==> src/rgh_regs.svh <==
`ifndef RGH_REGS_SVH
`define RGH_REGS_SVH

// ---------------------------------------------------------------
// controller register offsets (byte addresses, one word each)
// ---------------------------------------------------------------
`define RGH_OFF_CTRL 8'h00
`define RGH_OFF_STATUS 8'h04
`define RGH_OFF_TXDATA 8'h08
`define RGH_OFF_RXDATA 8'h0C
`define RGH_CTRL_MASK 32'h0000001F
`define RGH_CTRL_RST 32'h00000000
`define RGH_W1C_MASK 32'h00000026

// ---------------------------------------------------------------
// device-side map, reached through the device management port
// ---------------------------------------------------------------
`define RGH_DEV_TIMING_MODE 16'h0032
`define RGH_DEV_CLOCK_SKEW 16'h0086

// ---------------------------------------------------------------
// timing: host clock and link half periods in picoseconds
// ---------------------------------------------------------------
`define RGH_HCLK_PS 5000
`define RGH_HALF_1G_PS 4000
`define RGH_HALF_100M_PS 20000
`define RGH_HALF_10M_PS 200000
`define RGH_HALF_CNT(ps) ((((ps) / `RGH_HCLK_PS) < 1) ? 1 : ((ps) / `RGH_HCLK_PS))
`define RGH_HALF_W 8

`endif

==> src/rgh_pkg.sv <==
package rgh_pkg;

  typedef enum logic [1:0] {
    RGH_10M = 2'h0,
    RGH_100M = 2'h1,
    RGH_1G = 2'h2,
    RGH_SPD_RSV = 2'h3
  } rgh_speed_t;

  typedef enum logic [1:0] {
    RGH_TX_IDLE = 2'b01,
    RGH_TX_BYTE = 2'b10
  } rgh_tx_state_t;

  typedef struct packed {
    logic [26:0] rsv;
    logic mii;
    logic speed_ok;
    rgh_speed_t speed;
    logic enable;
  } rgh_ctrl_t;

  typedef struct packed {
    logic [15:0] frames;
    logic [4:0] rsv;
    logic duplex;
    rgh_speed_t link_speed;
    logic link_up;
    logic mii_speed_err;
    logic tx_underrun;
    logic tx_busy;
    logic tx_full;
    logic rx_err;
    logic rx_overflow;
    logic rx_valid;
  } rgh_status_t;

  typedef struct packed {
    logic [21:0] rsv;
    logic err;
    logic last;
    logic [7:0] data;
  } rgh_word_t;

  typedef struct packed {
    logic duplex;
    rgh_speed_t speed;
    logic link;
  } rgh_inband_t;

  typedef struct packed {
    logic clk;
    logic ctl;
    logic er;
    logic [3:0] d;
  } rgh_tx_pins_t;

endpackage

==> src/rgh_host.sv <==
// Added by the designer: the AHB-Lite slave port.
`include "rgh_regs.svh"

module rgh_host (
  // clock, reset, enable
  input wire logic hclk,
  input wire logic hresetn,
  input wire logic ce,
  // ahb-lite slave
  input wire logic hsel,
  input wire logic [31:0] haddr,
  input wire logic [1:0] htrans,
  input wire logic hwrite,
  input wire logic [2:0] hsize,
  input wire logic [31:0] hwdata,
  input wire logic hready,
  output logic hreadyout,
  output logic hresp,
  output logic [31:0] hrdata,
  // transmit pins toward the device
  output logic tx_clk,
  output logic tx_ctl,
  output logic tx_er,
  output logic [3:0] txd,
  // receive pins from the device
  input wire logic rx_clk,
  input wire logic rx_ctl,
  input wire logic rx_er,
  input wire logic [3:0] rxd
);

  // ---------------------------------------------------------------
  // declarations
  // ---------------------------------------------------------------
  rgh_pkg::rgh_ctrl_t ctrl;
  rgh_pkg::rgh_word_t tx_hold;
  rgh_pkg::rgh_word_t rx_word;
  rgh_pkg::rgh_inband_t inband;
  rgh_pkg::rgh_tx_pins_t pins;
  rgh_pkg::rgh_tx_state_t tx_state;
  rgh_pkg::rgh_status_t status;
  logic dp_valid;
  logic dp_write;
  logic [7:0] dp_addr;
  logic addr_ok;
  logic wr_fire;
  logic rd_rx;
  logic tx_full;
  logic tx_take;
  logic tx_underrun;
  logic rx_overflow;
  logic rx_err;
  logic [15:0] frames;
  logic gig;
  logic mii_bad;
  logic run_clk;
  logic [`RGH_HALF_W-1:0] half_cnt;
  logic [`RGH_HALF_W-1:0] cnt;
  logic tick;
  logic fall_ev;
  logic rise_ev;
  logic tx_en;
  logic tx_err;
  logic tx_last;
  logic tx_hi_pend;
  logic [7:0] tx_byte;
  logic [3:0] tx_hi_nib;
  logic [6:0] s1;
  logic [6:0] s2;
  logic [6:0] s3;
  logic rx_lvl;
  logic rx_stable;
  logic rrise;
  logic rfall;
  logic ctl_s;
  logic er_s;
  logic [3:0] d_s;
  logic rx_dv_q;
  logic [3:0] rx_lo;
  logic rx_have;
  logic nib_err;
  logic deliver;
  logic [7:0] dbyte;
  logic derr;

  // ---------------------------------------------------------------
  // ahb-lite slave
  // ---------------------------------------------------------------
  assign addr_ok = hsel & htrans[1] & hready;
  // a byte write waits while the single holding register is full
  assign hreadyout = ~(dp_valid & dp_write & (dp_addr == `RGH_OFF_TXDATA) & tx_full);
  assign hresp = 1'b0;
  assign wr_fire = dp_valid & dp_write & hreadyout;
  assign rd_rx = addr_ok & ~hwrite & (haddr[7:0] == `RGH_OFF_RXDATA);

  always_ff @(posedge hclk or negedge hresetn)
    if (!hresetn)
    begin
      dp_valid <= 1'b0;
      dp_write <= 1'b0;
      dp_addr <= 8'h00;
    end
    else if (ce)
    begin
      if (addr_ok)
      begin
        dp_valid <= 1'b1;
        dp_write <= hwrite;
        dp_addr <= haddr[7:0];
      end
      else if (hreadyout)
        dp_valid <= 1'b0;
    end

  always_comb
  begin
    status = '0;
    status.frames = frames;
    status.duplex = inband.duplex;
    status.link_speed = inband.speed;
    status.link_up = inband.link;
    status.mii_speed_err = mii_bad;
    status.tx_underrun = tx_underrun;
    status.tx_busy = (tx_state == rgh_pkg::RGH_TX_BYTE);
    status.tx_full = tx_full;
    status.rx_err = rx_err;
    status.rx_overflow = rx_overflow;
    status.rx_valid = rx_word.rsv[0];
  end

  // read data is registered in the address phase: zero wait states
  always_ff @(posedge hclk or negedge hresetn)
    if (!hresetn)
      hrdata <= 32'h00000000;
    else if (ce && addr_ok && !hwrite)
    begin
      case (haddr[7:0])
        `RGH_OFF_CTRL: hrdata <= ctrl;
        `RGH_OFF_STATUS: hrdata <= status;
        `RGH_OFF_RXDATA: hrdata <= {22'h000000, rx_word.err, rx_word.rsv[0], rx_word.data};
        default: hrdata <= 32'h00000000;
      endcase
    end

  always_ff @(posedge hclk or negedge hresetn)
    if (!hresetn)
      ctrl <= rgh_pkg::rgh_ctrl_t'(`RGH_CTRL_RST);
    else if (ce && wr_fire && dp_addr == `RGH_OFF_CTRL)
      ctrl <= rgh_pkg::rgh_ctrl_t'(hwdata & `RGH_CTRL_MASK);

  // ---------------------------------------------------------------
  // speed selection and transmit clock divider
  // ---------------------------------------------------------------
  assign gig = (ctrl.speed == rgh_pkg::RGH_1G);
  assign mii_bad = ctrl.mii & gig;
  assign run_clk = ctrl.enable & ctrl.speed_ok & ~mii_bad;

  always_comb
    case (ctrl.speed)
      rgh_pkg::RGH_1G: half_cnt = `RGH_HALF_W'(`RGH_HALF_CNT(`RGH_HALF_1G_PS));
      rgh_pkg::RGH_100M: half_cnt = `RGH_HALF_W'(`RGH_HALF_CNT(`RGH_HALF_100M_PS));
      default: half_cnt = `RGH_HALF_W'(`RGH_HALF_CNT(`RGH_HALF_10M_PS));
    endcase

  assign tick = (cnt == '0);
  assign fall_ev = tick & pins.clk;
  assign rise_ev = tick & ~pins.clk & run_clk;

  // speed changes and stops only take effect at half-period ends, so the
  // clock never shows a short pulse; a stop always completes the high phase
  always_ff @(posedge hclk or negedge hresetn)
    if (!hresetn)
    begin
      cnt <= '0;
      pins.clk <= 1'b0;
    end
    else if (ce)
    begin
      if (fall_ev || rise_ev)
      begin
        pins.clk <= rise_ev;
        cnt <= half_cnt - `RGH_HALF_W'(1);
      end
      else if (!tick)
        cnt <= cnt - `RGH_HALF_W'(1);
    end

  // ---------------------------------------------------------------
  // transmit holding register
  // ---------------------------------------------------------------
  always_ff @(posedge hclk or negedge hresetn)
    if (!hresetn)
    begin
      tx_full <= 1'b0;
      tx_hold <= '0;
    end
    else if (ce)
    begin
      if (wr_fire && dp_addr == `RGH_OFF_TXDATA)
      begin
        tx_full <= 1'b1;
        tx_hold <= rgh_pkg::rgh_word_t'(hwdata);
      end
      else if (tx_take)
        tx_full <= 1'b0;
    end

  // ---------------------------------------------------------------
  // transmit engine: pins set half a period before the edge sampling them
  // ---------------------------------------------------------------
  assign tx_take = fall_ev & ~tx_hi_pend & tx_full & run_clk
                   & ~(tx_state == rgh_pkg::RGH_TX_BYTE & tx_last);

  always_ff @(posedge hclk or negedge hresetn)
    if (!hresetn)
    begin
      tx_state <= rgh_pkg::RGH_TX_IDLE;
      tx_en <= 1'b0;
      tx_err <= 1'b0;
      tx_last <= 1'b0;
      tx_hi_pend <= 1'b0;
      tx_byte <= 8'h00;
      tx_hi_nib <= 4'h0;
      pins.ctl <= 1'b0;
      pins.er <= 1'b0;
      pins.d <= 4'h0;
    end
    else if (ce)
    begin
      if (fall_ev)
      begin
        if (tx_hi_pend)
        begin
          // second cycle of a byte at 10/100: high nibble on both edges
          pins.d <= tx_byte[7:4];
          tx_hi_nib <= tx_byte[7:4];
          tx_hi_pend <= 1'b0;
        end
        else
        begin
          case (tx_state)
            rgh_pkg::RGH_TX_IDLE,
            rgh_pkg::RGH_TX_BYTE:
            begin
              if (tx_take)
              begin
                tx_state <= rgh_pkg::RGH_TX_BYTE;
                tx_en <= 1'b1;
                tx_err <= tx_hold.err;
                tx_last <= tx_hold.last;
                tx_byte <= tx_hold.data;
                tx_hi_pend <= ~gig | ctrl.mii;
                pins.d <= tx_hold.data[3:0];
                tx_hi_nib <= gig ? tx_hold.data[7:4] : tx_hold.data[3:0];
              end
              else if (tx_state == rgh_pkg::RGH_TX_BYTE && !tx_last)
              begin
                // no byte ready mid-frame: send an error cycle, keep frame open
                tx_err <= 1'b1;
                pins.d <= 4'h0;
                tx_hi_nib <= 4'h0;
              end
              else
              begin
                // frame done: at least one idle cycle before the next frame
                tx_state <= rgh_pkg::RGH_TX_IDLE;
                tx_en <= 1'b0;
                tx_err <= 1'b0;
                pins.d <= 4'h0;
                tx_hi_nib <= 4'h0;
              end
            end
            default: tx_state <= rgh_pkg::RGH_TX_IDLE;
          endcase
        end
      end
      if (fall_ev)
        pins.ctl <= tx_take | (tx_en & (tx_hi_pend | ~tx_last | tx_state != rgh_pkg::RGH_TX_BYTE)
                    & ~(tx_state == rgh_pkg::RGH_TX_IDLE & ~tx_take));
      if (fall_ev)
        pins.er <= ctrl.mii & (tx_take ? tx_hold.err : (tx_hi_pend ? tx_err : tx_state ==
                   rgh_pkg::RGH_TX_BYTE & ~tx_last));
      if (rise_ev && !ctrl.mii)
      begin
        pins.d <= tx_hi_nib;
        pins.ctl <= pins.ctl ^ (tx_err & pins.ctl);
      end
    end

  always_ff @(posedge hclk or negedge hresetn)
    if (!hresetn)
      tx_underrun <= 1'b0;
    else if (ce)
      tx_underrun <= (fall_ev & ~tx_hi_pend & ~tx_take & tx_state == rgh_pkg::RGH_TX_BYTE
                     & ~tx_last) | (tx_underrun & ~(wr_fire & dp_addr == `RGH_OFF_STATUS
                     & hwdata[5]));

  assign tx_clk = pins.clk;
  assign tx_ctl = pins.ctl;
  assign tx_er = pins.er;
  assign txd = pins.d;

  // ---------------------------------------------------------------
  // receive synchroniser: three stages, edge once stages two and three agree
  // ---------------------------------------------------------------
  always_ff @(posedge hclk or negedge hresetn)
    if (!hresetn)
    begin
      s1 <= 7'h00;
      s2 <= 7'h00;
      s3 <= 7'h00;
      rx_lvl <= 1'b0;
    end
    else if (ce)
    begin
      s1 <= {rx_clk, rx_ctl, rx_er, rxd};
      s2 <= s1;
      s3 <= s2;
      if (rx_stable)
        rx_lvl <= s3[6];
    end

  assign rx_stable = (s2[6] == s3[6]);
  // edges count on levels, so a stretched phase only delays the next byte
  assign rrise = rx_stable & s3[6] & ~rx_lvl;
  assign rfall = rx_stable & ~s3[6] & rx_lvl;
  assign ctl_s = s3[5];
  assign er_s = s3[4];
  assign d_s = s3[3:0];

  // ---------------------------------------------------------------
  // receive decoder
  // ---------------------------------------------------------------
  always_comb
  begin
    deliver = 1'b0;
    dbyte = 8'h00;
    derr = 1'b0;
    if (rrise && ctl_s && (ctrl.mii || !gig) && rx_have)
    begin
      deliver = 1'b1;
      dbyte = {d_s, rx_lo};
      derr = nib_err | (ctrl.mii & er_s);
    end
    if (rfall && rx_dv_q && !ctrl.mii && gig)
    begin
      deliver = 1'b1;
      dbyte = {d_s, rx_lo};
      derr = ctl_s ^ rx_dv_q;
    end
  end

  always_ff @(posedge hclk or negedge hresetn)
    if (!hresetn)
    begin
      rx_dv_q <= 1'b0;
      rx_lo <= 4'h0;
      rx_have <= 1'b0;
      nib_err <= 1'b0;
      inband <= '0;
      frames <= 16'h0000;
    end
    else if (ce)
    begin
      if (rrise)
      begin
        rx_dv_q <= ctl_s;
        if (ctl_s && !rx_have)
          rx_lo <= d_s;
        if (ctl_s && (ctrl.mii || !gig))
          rx_have <= ~rx_have;
        if (!ctl_s && !ctrl.mii)
          inband <= rgh_pkg::rgh_inband_t'(d_s);
        if (!ctl_s && rx_dv_q)
        begin
          frames <= frames + 16'h0001;
          rx_have <= 1'b0;
        end
      end
      if (deliver)
        nib_err <= 1'b0;
      else if (rfall && rx_dv_q && !ctrl.mii)
        nib_err <= nib_err | (ctl_s ^ rx_dv_q);
      else if (rrise && ctrl.mii && ctl_s)
        nib_err <= nib_err | er_s;
    end

  // a byte that arrives as software reads the last one is kept: set wins
  always_ff @(posedge hclk or negedge hresetn)
    if (!hresetn)
    begin
      rx_word <= '0;
      rx_overflow <= 1'b0;
      rx_err <= 1'b0;
    end
    else if (ce)
    begin
      rx_word.rsv[0] <= deliver | (rx_word.rsv[0] & ~rd_rx);
      if (deliver)
      begin
        rx_word.data <= dbyte;
        rx_word.err <= derr;
      end
      rx_overflow <= (deliver & rx_word.rsv[0] & ~rd_rx)
                     | (rx_overflow & ~(wr_fire & dp_addr == `RGH_OFF_STATUS & hwdata[1]));
      rx_err <= (deliver & derr)
                | (rx_err & ~(wr_fire & dp_addr == `RGH_OFF_STATUS & hwdata[2]));
    end

endmodule // rgh_host

==> config.mk <==
export PLATFORM = sky130hd
export DESIGN_NAME = rgh_host
export DESIGN_NICKNAME = d
export VERILOG_FILES = /design/src/rgh_pkg.sv /design/src/rgh_host.sv
export VERILOG_INCLUDE_DIRS = /design/src
export SDC_FILE = /design/constraint.sdc
export NUM_CORES = 1
export LEC_CHECK = 0
export BUFFER_PORTS_ARGS = -buffer_cell sky130_fd_sc_hd__buf_2
export CORE_ASPECT_RATIO = 1.4
export CORE_MARGIN = 8
export CORE_UTILIZATION = 45
export CTS_CLUSTER_SIZE = 40
export DETAILED_ROUTE_END_ITERATION = 12
export PLACE_DENSITY_LB_ADDON = 0.12
export SLEW_MARGIN = 10
export SYNTH_ARGS = -nofsm -noshare
export SYNTH_HDL_FRONTEND = slang
export SYNTH_SLANG_ARGS = --single-unit
==> constraint.sdc <==
create_clock -name hclk -period 3.08 [get_ports hclk]
set_clock_uncertainty 0.05 [all_clocks]
set_input_delay 0.308 -clock hclk [delete_from_list [all_inputs] [get_ports hclk]]
set_output_delay 0.308 -clock hclk [all_outputs]
set_load 0.01 [all_outputs]
==> results of run 1 <==
metal layers:
| metal | global-route usage | vias to the layer above | share of wire |
|---|---|---|---|
| li1 | - | 2088 | - |
| met1 | 0.197 | 2186 | 0.42 |
| met2 | 0.275 | 96 | 0.51 |
| met3 | 0.0376 | 30 | 0.041 |
| met4 | 0.0734 | 0 | 0.025 |
| met5 | 0 | - | 0 |
flip-flops by register name (all words and copies together) (netlist names), 2 cells and up:
register   cells
inband         4
cnt            8
hrdata        27
frames        16
tx_hold       10
tx_hi_nib      4
rx_lo          4
txd            4
s2             7
s3             7
tx_state       2
s1             7
ctrl           5
rx_word       10
dp_addr        8
tx_byte        4
layout by cell type (no fill, tap or decap), types with 6 or more instances in the layout:
master,n
sky130_fd_sc_hd__nor2_1,28
sky130_fd_sc_hd__buf_4,10
sky130_fd_sc_hd__conb_1,6
sky130_fd_sc_hd__nand2_1,47
sky130_fd_sc_hd__nand3_1,10
sky130_fd_sc_hd__xnor2_1,14
sky130_fd_sc_hd__o21ai_0,32
sky130_fd_sc_hd__mux2i_1,11
sky130_fd_sc_hd__buf_2,65
sky130_fd_sc_hd__inv_1,13
sky130_fd_sc_hd__ha_1,9
sky130_fd_sc_hd__mux2_2,70
sky130_fd_sc_hd__o31ai_1,8
sky130_fd_sc_hd__clkbuf_16,17
sky130_fd_sc_hd__a21oi_1,12
sky130_fd_sc_hd__dfrtp_1,143
sky130_fd_sc_hd__nor3_1,7
sky130_fd_sc_hd__nand4_1,11
sky130_fd_sc_hd__a22o_1,23
worst reg2reg max path, delay by kind of cell (launching register included):
kind | cells | cell delay, ps
compound gates | 2 | 480
xor+xnor | 1 | 150
fa+ha+maj | 2 | 370
buf+inv | 2 | 150
flops | 1 | 400
simple gates | 3 | 730
power by group:
part           internal (µW)  switching [µW]
clock network           1320             794
registers               2140             212
logic                    311             303
logic make-up after synthesis:
kind of cell	Yosys count
DFF	144
and+or+nand+nor	142
AOI/OAI and AO/OA	101
muxes	81
buffers and inverters	41
xor gates and xnor gates	19
adders and majority gates	9
other	1
area by class of cell:
| class | instances | area [µm²] |
|---|---|---|
| fill | 1251 | 6320 |
| sequential | 144 | 3600 |
| clock buffer | 20 | 457 |
| clock inverter | 12 | 159 |
| tap | 185 | 231 |
| timing repair buffer | 78 | 442 |
| multi-input combinational | 358 | 2640 |
| inverter | 14 | 52.6 |
stage by stage:
step	total power, µW	setup slack [ps]	utilization	hold slack, ps	instances
final	5080	647	0.546	75.8	811
after global routing	5330	441	0.546	68.7	811
after CTS	5130	659	0.546	61.6	811
after detailed placement	3000	674	0.501	326	778
after global placement	2960	733	0.501	315	778
after floorplan	2770	863	-	-37.6	543
worst paths after layout:
path                                     endpoint  slack [ps]  cells after the start
max                            cnt[6]$_DFFE_PN0P_         650                     10
max reg2reg                    cnt[6]$_DFFE_PN0P_         650                     10
min in group asynchronous  hrdata[29]$_DFFE_PN0P_         430                      2
min                             s1[2]$_DFFE_PN0P_          80                      2
min reg2reg                    txd[0]$_DFFE_PN0P_         420                      2
max in group asynchronous  tx_hold[0]$_DFFE_PN0P_        1760                      3
repair_timing:
item | CTS | global route
endpoints found under the hold margin | 68 | 0
resized for setup | 0 | 0
endpoints found under the setup margin | 0 | 0
hold buffers | 1 | 0
==> impl_metrics.xml, run 1 <==
<?xml version="1.0" encoding="UTF-8"?>
<metrics>
  <group name="logic_synthesis">
    <metric name="fraction_of_the_mapped_netlist_area_in_simple_logic_gates" unit="">0.118</metric>
    <metric name="post_synthesis_compound_gate_area_fraction" unit="">0.107</metric>
    <metric name="yosys.area_share.xor_xnor" unit="">0.0259</metric>
    <metric name="yosys-mux-area-fraction" unit="">0.140</metric>
    <metric name="synth.most_common_cell" unit="">sky130_fd_sc_hd__dfrtp_1</metric>
    <metric name="syn_area_per_cell" unit="µm²">11.9</metric>
    <metric name="synth_edf_count" unit="">0</metric>
    <metric name="mapped_cells" unit="">538</metric>
    <metric name="synth_adder_area_share" unit="">0.0175</metric>
    <metric name="yosys_most_used_dff" unit="">sky130_fd_sc_hd__dfrtp_1</metric>
    <metric name="synth_top_cells_by_area" unit="">sky130_fd_sc_hd__dfrtp_1 56%, sky130_fd_sc_hd__mux2_2 12%, sky130_fd_sc_hd__a22o_1 3.1%</metric>
    <metric name="synth_common_cells" unit="">143 x sky130_fd_sc_hd__dfrtp_1, 70 x sky130_fd_sc_hd__mux2_2, 47 x sky130_fd_sc_hd__nand2_1, 32 x sky130_fd_sc_hd__o21ai_0, 28 x sky130_fd_sc_hd__nor2_1</metric>
    <metric name="async_flop_share" unit="">1.00</metric>
    <metric name="synth.ff_latch_count" unit="">144</metric>
    <metric name="synth_largest_type_area_fraction" unit="">0.557</metric>
    <metric name="synth.cell_area" unit="µm²">6420</metric>
    <metric name="yosys.area.top_type" unit="">sky130_fd_sc_hd__dfrtp_1</metric>
    <metric name="synth_cell_type_count" unit="">56</metric>
    <metric name="synth_top_family_by_area" unit="">multiplexers</metric>
    <metric name="seq_area_frac_synth" unit="">0.561</metric>
    <metric name="ys.warnings.count" unit="">0</metric>
  </group>
  <group name="detailed_routing">
    <metric name="routed_via_density" unit="">5.43</metric>
    <metric name="postRouteAntennaNets" unit="">0</metric>
    <metric name="totalWireLength" unit="mm">14.1</metric>
    <metric name="dr.first_iter.drc_count" unit="">223</metric>
    <metric name="total_vias_in_the_final_route" unit="">4400</metric>
    <metric name="drc_errors" unit="">0</metric>
    <metric name="routedWlPerCell" unit="µm">17.4</metric>
    <metric name="drt-pass1-iter-count" unit="">4</metric>
  </group>
  <group name="worst_hold_path">
    <metric name="timing.hold.worst.start" unit="">rxd[2]</metric>
    <metric name="worstHoldPathType" unit="">in -&gt; reg</metric>
  </group>
  <group name="setup_path">
    <metric name="cpPeakStageDelay" unit="ps">400</metric>
    <metric name="cp_slowest_cell" unit="">sky130_fd_sc_hd__dfrtp_1</metric>
    <metric name="worst-endpoint-arrival" unit="ps">2670</metric>
    <metric name="worst_setup_path_type" unit="">reg -&gt; reg</metric>
    <metric name="crit_path_max_delay_family" unit="">simple AND/OR/NAND/NOR gates</metric>
    <metric name="path_max_fanout" unit="">5</metric>
    <metric name="worstSetupStartpoint" unit="">ctrl[1]$_DFFE_PN0P_</metric>
    <metric name="timing.critical_path.cells" unit="">inv_1, ha_1, nand2_1, a21o_1, a31oi_1, ha_1, inv_1, nor4_1, nand4bb_1, xnor2_1</metric>
    <metric name="kind_of_end_point_of_the_critical_path" unit="">flip-flop</metric>
    <metric name="critical_path.startpoint_type" unit="">flip-flop</metric>
    <metric name="crit-reg2reg-launch" unit="">ctrl[1]$_DFFE_PN0P_</metric>
    <metric name="worst-endpoint-required" unit="ps">3320</metric>
    <metric name="cp_num_buf_inv" unit="">2</metric>
  </group>
  <group name="power_and_ir_drop">
    <metric name="leakage_power" unit="µW">0.00358</metric>
    <metric name="pwr_density_cell" unit="nW/µm²">670</metric>
    <metric name="worst_ir_drop_vdd" unit="µV">351</metric>
  </group>
  <group name="placement">
    <metric name="dp_hpwl" unit="mm">10.2</metric>
    <metric name="global_placer_s_final_weighted_congestion" unit="">0.852</metric>
    <metric name="dpl-instance-area" unit="µm²">6960</metric>
    <metric name="io_buffer_count" unit="">66</metric>
  </group>
  <group name="clocking">
    <metric name="cts_buf_count" unit="">17</metric>
    <metric name="cts.path.max_buffers" unit="">2</metric>
    <metric name="sink_count" unit="">144</metric>
    <metric name="cts_tree" unit="">built</metric>
    <metric name="cts_root_cell" unit="">sky130_fd_sc_hd__clkbuf_16</metric>
    <metric name="clock_insertion_delay_worst_skew" unit="ps">410</metric>
    <metric name="clk_pin_slew" unit="ps">60</metric>
    <metric name="cts-htree-levels" unit="">4</metric>
    <metric name="cts.repair_timing.setup_buffer_count" unit="">0</metric>
  </group>
  <group name="global_routing">
    <metric name="globalRouteTotalUtil" unit="">0.165</metric>
    <metric name="antenna_found_initial" unit="">0</metric>
    <metric name="global_route.overflow_total" unit="">0</metric>
    <metric name="first_global_vias" unit="">4651</metric>
    <metric name="grt_start_max_net_pins" unit="">72</metric>
    <metric name="grt_pass1_wl" unit="mm">23.6</metric>
  </group>
  <group name="layout">
    <metric name="area_growth" unit="%">18.2</metric>
    <metric name="antennaDiodeCount" unit="">0</metric>
    <metric name="nNetsFinal" unit="">704</metric>
    <metric name="stdcell_area" unit="µm²">7590</metric>
    <metric name="final_layout_size_suffix_gt1_frac" unit="">0.299</metric>
  </group>
  <group name="sta">
    <metric name="timing.final.crit_period" unit="ps">2430</metric>
    <metric name="report.final.slew_viol_count" unit="">0</metric>
    <metric name="max-slew-margin-rel" unit="">0.352</metric>
    <metric name="grt_setup_unrepaired" unit="">false</metric>
    <metric name="setup_violations_final" unit="">0</metric>
    <metric name="timing.fmax" unit="GHz">0.411</metric>
    <metric name="worstMarginPinSlew" unit="ps">970</metric>
    <metric name="tns" unit="ps">0</metric>
    <metric name="fin_crit_sh" unit="">0.790</metric>
    <metric name="final_hold_viol_count" unit="">0</metric>
  </group>
  <group name="die">
    <metric name="core-area" unit="µm²">13900</metric>
    <metric name="num_rows" unit="">51</metric>
    <metric name="initial_util" unit="">0.462</metric>
    <metric name="die_h" unit="µm">157</metric>
    <metric name="die_area" unit="µm²">18400</metric>
    <metric name="die_w" unit="µm">117</metric>
    <metric name="ios" unit="">123</metric>
  </group>
  <group name="outcome">
    <metric name="run_status" unit="">completed</metric>
  </group>
  <group name="job">
    <metric name="drv_cap" unit="">0</metric>
  </group>
</metrics>
Note: power is estimated with default switching activity, not from simulation.
==> run 2: changes to the inputs <==
- clock period: 3.08 -> 2 ns (I/O delays scaled with it)
==> run 2 against run 1 <==
The run now ends with setup timing left. Sequential share of layout area is 4.7 points lower. Die area stayed put. Register-to-register slack worse by 800 ps. Critical path depth is 5 lower. First-iteration DRC count is 9.4% lower. Power is 61% higher. Critical path type is now reg -> out. Worst hold slack worse by 57 ps. Clock-buffer cell count is 2 lower. Final area is 11% higher. Largest cell class unchanged. Sequential power is 54% higher. Routed wire length is 6.7% higher.
==> impl_metrics.xml, run 2 (synthesis results as in run 1) <==
<?xml version="1.0" encoding="UTF-8"?>
<metrics>
  <group name="die">
    <metric name="die_area" unit="µm²">18400</metric>
    <metric name="num_rows" unit="">51</metric>
    <metric name="core-area" unit="µm²">13900</metric>
    <metric name="initial_util" unit="">0.462</metric>
    <metric name="ios" unit="">123</metric>
    <metric name="die_h" unit="µm">157</metric>
    <metric name="die_w" unit="µm">117</metric>
  </group>
  <group name="layout">
    <metric name="commonest_cells_after_routing_fill_and_taps_aside" unit="">143 x sky130_fd_sc_hd__dfrtp_1, 66 x sky130_fd_sc_hd__buf_2, 57 x sky130_fd_sc_hd__mux2_2, 48 x sky130_fd_sc_hd__buf_4, 40 x sky130_fd_sc_hd__nand2_1</metric>
    <metric name="max_ffs_per_register" unit="">27</metric>
    <metric name="final_layout_size_suffix_gt1_frac" unit="">0.387</metric>
    <metric name="area_growth" unit="%">31.0</metric>
    <metric name="antennaDiodeCount" unit="">0</metric>
    <metric name="stdcell_area" unit="µm²">8420</metric>
    <metric name="nNetsFinal" unit="">770</metric>
    <metric name="registers.top_by_ff_count" unit="">hrdata</metric>
    <metric name="reg.largest.list" unit="">hrdata (27), frames (16)</metric>
    <metric name="most_common_library_cell_in_the_layout_ignoring_fill_and_taps" unit="">sky130_fd_sc_hd__dfrtp_1</metric>
    <metric name="post_layout_instance_count_excluding_filler_cells" unit="">877</metric>
  </group>
  <group name="detailed_routing">
    <metric name="dr.first_iter.drc_count" unit="">202</metric>
    <metric name="routed_via_density" unit="">5.37</metric>
    <metric name="drt-met1-wl" unit="mm">6.29</metric>
    <metric name="routedWlPerCell" unit="µm">17.2</metric>
    <metric name="highest-signal-layer" unit="">met4</metric>
    <metric name="drc_errors" unit="">0</metric>
    <metric name="routed-wl-met3" unit="µm">524</metric>
    <metric name="total_vias_in_the_final_route" unit="">4706</metric>
    <metric name="detailroute.wirelength.met2" unit="mm">8.05</metric>
    <metric name="postRouteAntennaNets" unit="">0</metric>
    <metric name="totalWireLength" unit="mm">15.0</metric>
    <metric name="drt-pass1-iter-count" unit="">5</metric>
  </group>
  <group name="power_and_ir_drop">
    <metric name="worst_ir_drop_vdd" unit="µV">715</metric>
    <metric name="p_total" unit="µW">8200</metric>
    <metric name="leakage_power" unit="µW">0.00396</metric>
    <metric name="pwr_density_cell" unit="nW/µm²">974</metric>
  </group>
  <group name="worst_hold_path">
    <metric name="worstHoldPathType" unit="">in -&gt; reg</metric>
    <metric name="worst_hold_path.num_cells" unit="">2</metric>
    <metric name="timing.hold.worst.start" unit="">hwdata[3]</metric>
  </group>
  <group name="sta">
    <metric name="fin_crit_sh" unit="">1.11</metric>
    <metric name="timing.fmax" unit="GHz">0.452</metric>
    <metric name="final.setup.worst_slack" unit="ps">-214</metric>
    <metric name="finalHoldWorstSlack" unit="ps">19.1</metric>
    <metric name="report.final.slew_viol_count" unit="">0</metric>
    <metric name="timing.final.crit_period" unit="ps">2210</metric>
    <metric name="final_hold_viol_count" unit="">0</metric>
    <metric name="setup_violations_final" unit="">18</metric>
    <metric name="grt_setup_unrepaired" unit="">true</metric>
  </group>
  <group name="placement">
    <metric name="dpl.cell_count" unit="">817</metric>
    <metric name="io_buffer_count" unit="">66</metric>
    <metric name="dp_hpwl" unit="mm">10.6</metric>
    <metric name="global_placer_s_final_weighted_congestion" unit="">0.890</metric>
    <metric name="dpl-instance-area" unit="µm²">7300</metric>
  </group>
  <group name="clocking">
    <metric name="cts.path.max_buffers" unit="">2</metric>
    <metric name="cts-htree-levels" unit="">4</metric>
    <metric name="sink_count" unit="">144</metric>
    <metric name="clock_insertion_delay_worst_skew" unit="ps">410</metric>
    <metric name="cts_tree" unit="">built</metric>
    <metric name="cts_buf_count" unit="">17</metric>
    <metric name="clk_pin_slew" unit="ps">60</metric>
    <metric name="cts_root_cell" unit="">sky130_fd_sc_hd__clkbuf_16</metric>
  </group>
  <group name="global_routing">
    <metric name="grt_start_max_net_pins" unit="">48</metric>
    <metric name="global_route.overflow_total" unit="">0</metric>
    <metric name="antenna_found_initial" unit="">0</metric>
    <metric name="first_global_vias" unit="">4868</metric>
    <metric name="globalRouteTotalUtil" unit="">0.169</metric>
    <metric name="grt_pass1_wl" unit="mm">24.3</metric>
  </group>
  <group name="setup_path">
    <metric name="critical_path.startpoint_type" unit="">flip-flop</metric>
    <metric name="worst-endpoint-required" unit="ps">1750</metric>
    <metric name="worst-r2r-cell-count" unit="">7</metric>
    <metric name="crit-reg2reg-launch" unit="">dp_addr[5]$_DFFE_PN0P_</metric>
    <metric name="kind_of_end_point_of_the_critical_path" unit="">output port</metric>
    <metric name="worst_setup_path_type" unit="">reg -&gt; out</metric>
    <metric name="worst-endpoint-arrival" unit="ps">1960</metric>
    <metric name="path_max_fanout" unit="">2</metric>
    <metric name="worstSetupStartpoint" unit="">dp_addr[5]$_DFFE_PN0P_</metric>
  </group>
  <group name="job">
    <metric name="drv_cap" unit="">0</metric>
  </group>
  <group name="outcome">
    <metric name="violations" unit="">setup timing</metric>
    <metric name="run_status" unit="">finished, violations left</metric>
  </group>
</metrics>
## run 2: cell count changes in the layout (fill, tap and decap cells not counted), moves of 4 or more
cell	before	now
sky130_fd_sc_hd__buf_4	10	48
sky130_fd_sc_hd__mux2_2	70	57
sky130_fd_sc_hd__nand2_2	0	7
sky130_fd_sc_hd__mux2_4	0	13
sky130_fd_sc_hd__nor4_1	5	1
sky130_fd_sc_hd__buf_6	1	7
sky130_fd_sc_hd__nand2_1	47	40
sky130_fd_sc_hd__dlygate4sd3_1	1	20
## run 2: critical path, stage by stage, from the launching register on
cell	delay, ps
sky130_fd_sc_hd__dfrtp_1	370
sky130_fd_sc_hd__or4_4	550
sky130_fd_sc_hd__nor4_4	160
sky130_fd_sc_hd__buf_4	160
sky130_fd_sc_hd__nand4b_1	140
sky130_fd_sc_hd__buf_2	180
## run 2: path summary, 6_finish.rpt
kind | end | slack (ps)
max | hreadyout | -210
min | tx_hold[3]$_DFFE_PN0P_ | 20
max reg2reg | ctrl[4]$_DFFE_PN0P_ | -150
min reg2reg | txd[1]$_DFFE_PN0P_ | 420
max in group asynchronous | tx_state[0]$_DFFE_PN1P_ | 1050
min in group asynchronous | hrdata[29]$_DFFE_PN0P_ | 240
## run 2: repair_timing
item	CTS	global route
gates cloned	1	2
pin swaps	3	12
setup buffers	4	2
resized for setup	26	34
hold buffers	20	0
endpoints found under the setup margin	26	64
endpoints found under the hold margin	64	0
## run 2: metal layers
layer | GRT usage | up-vias
met1 | 0.196 | 2380
li1 | - | 2223
met5 | 0 | -
met3 | 0.0318 | 17
met4 | 0.0588 | 0
met2 | 0.301 | 86
## run 2: area by class of cell
type / count / area (µm²)
clock buffers: 18 / 439
clock inverters: 14 / 183
fillers: 1155 / 5490
inverters: 14 / 52.6
multi-input cells: 358 / 2880
flip-flops and latches: 144 / 3600
well taps: 185 / 231
repair buffers: 144 / 1030
## run 2: metrics by stage
step / setup WS [ps] / util / setup TNS (ps)
after floorplan: -81.9 / - / -768
after global routing: -294 / 0.605 / -3190
final: -214 / 0.605 / -1810
after CTS: -247 / 0.593 / -2300
after detailed placement: -132 / 0.525 / -1510
after global placement: -88.8 / 0.525 / -1130
## run 2: power breakdown
group	internal [µW]	switching (µW)	leakage, µW	total, µW
Combinational	675	590	0.00178	1260
Clock	2020	1280	0.000299	3300
Sequential	3300	333	0.00189	3630
Total	5990	2210	0.00396	8200
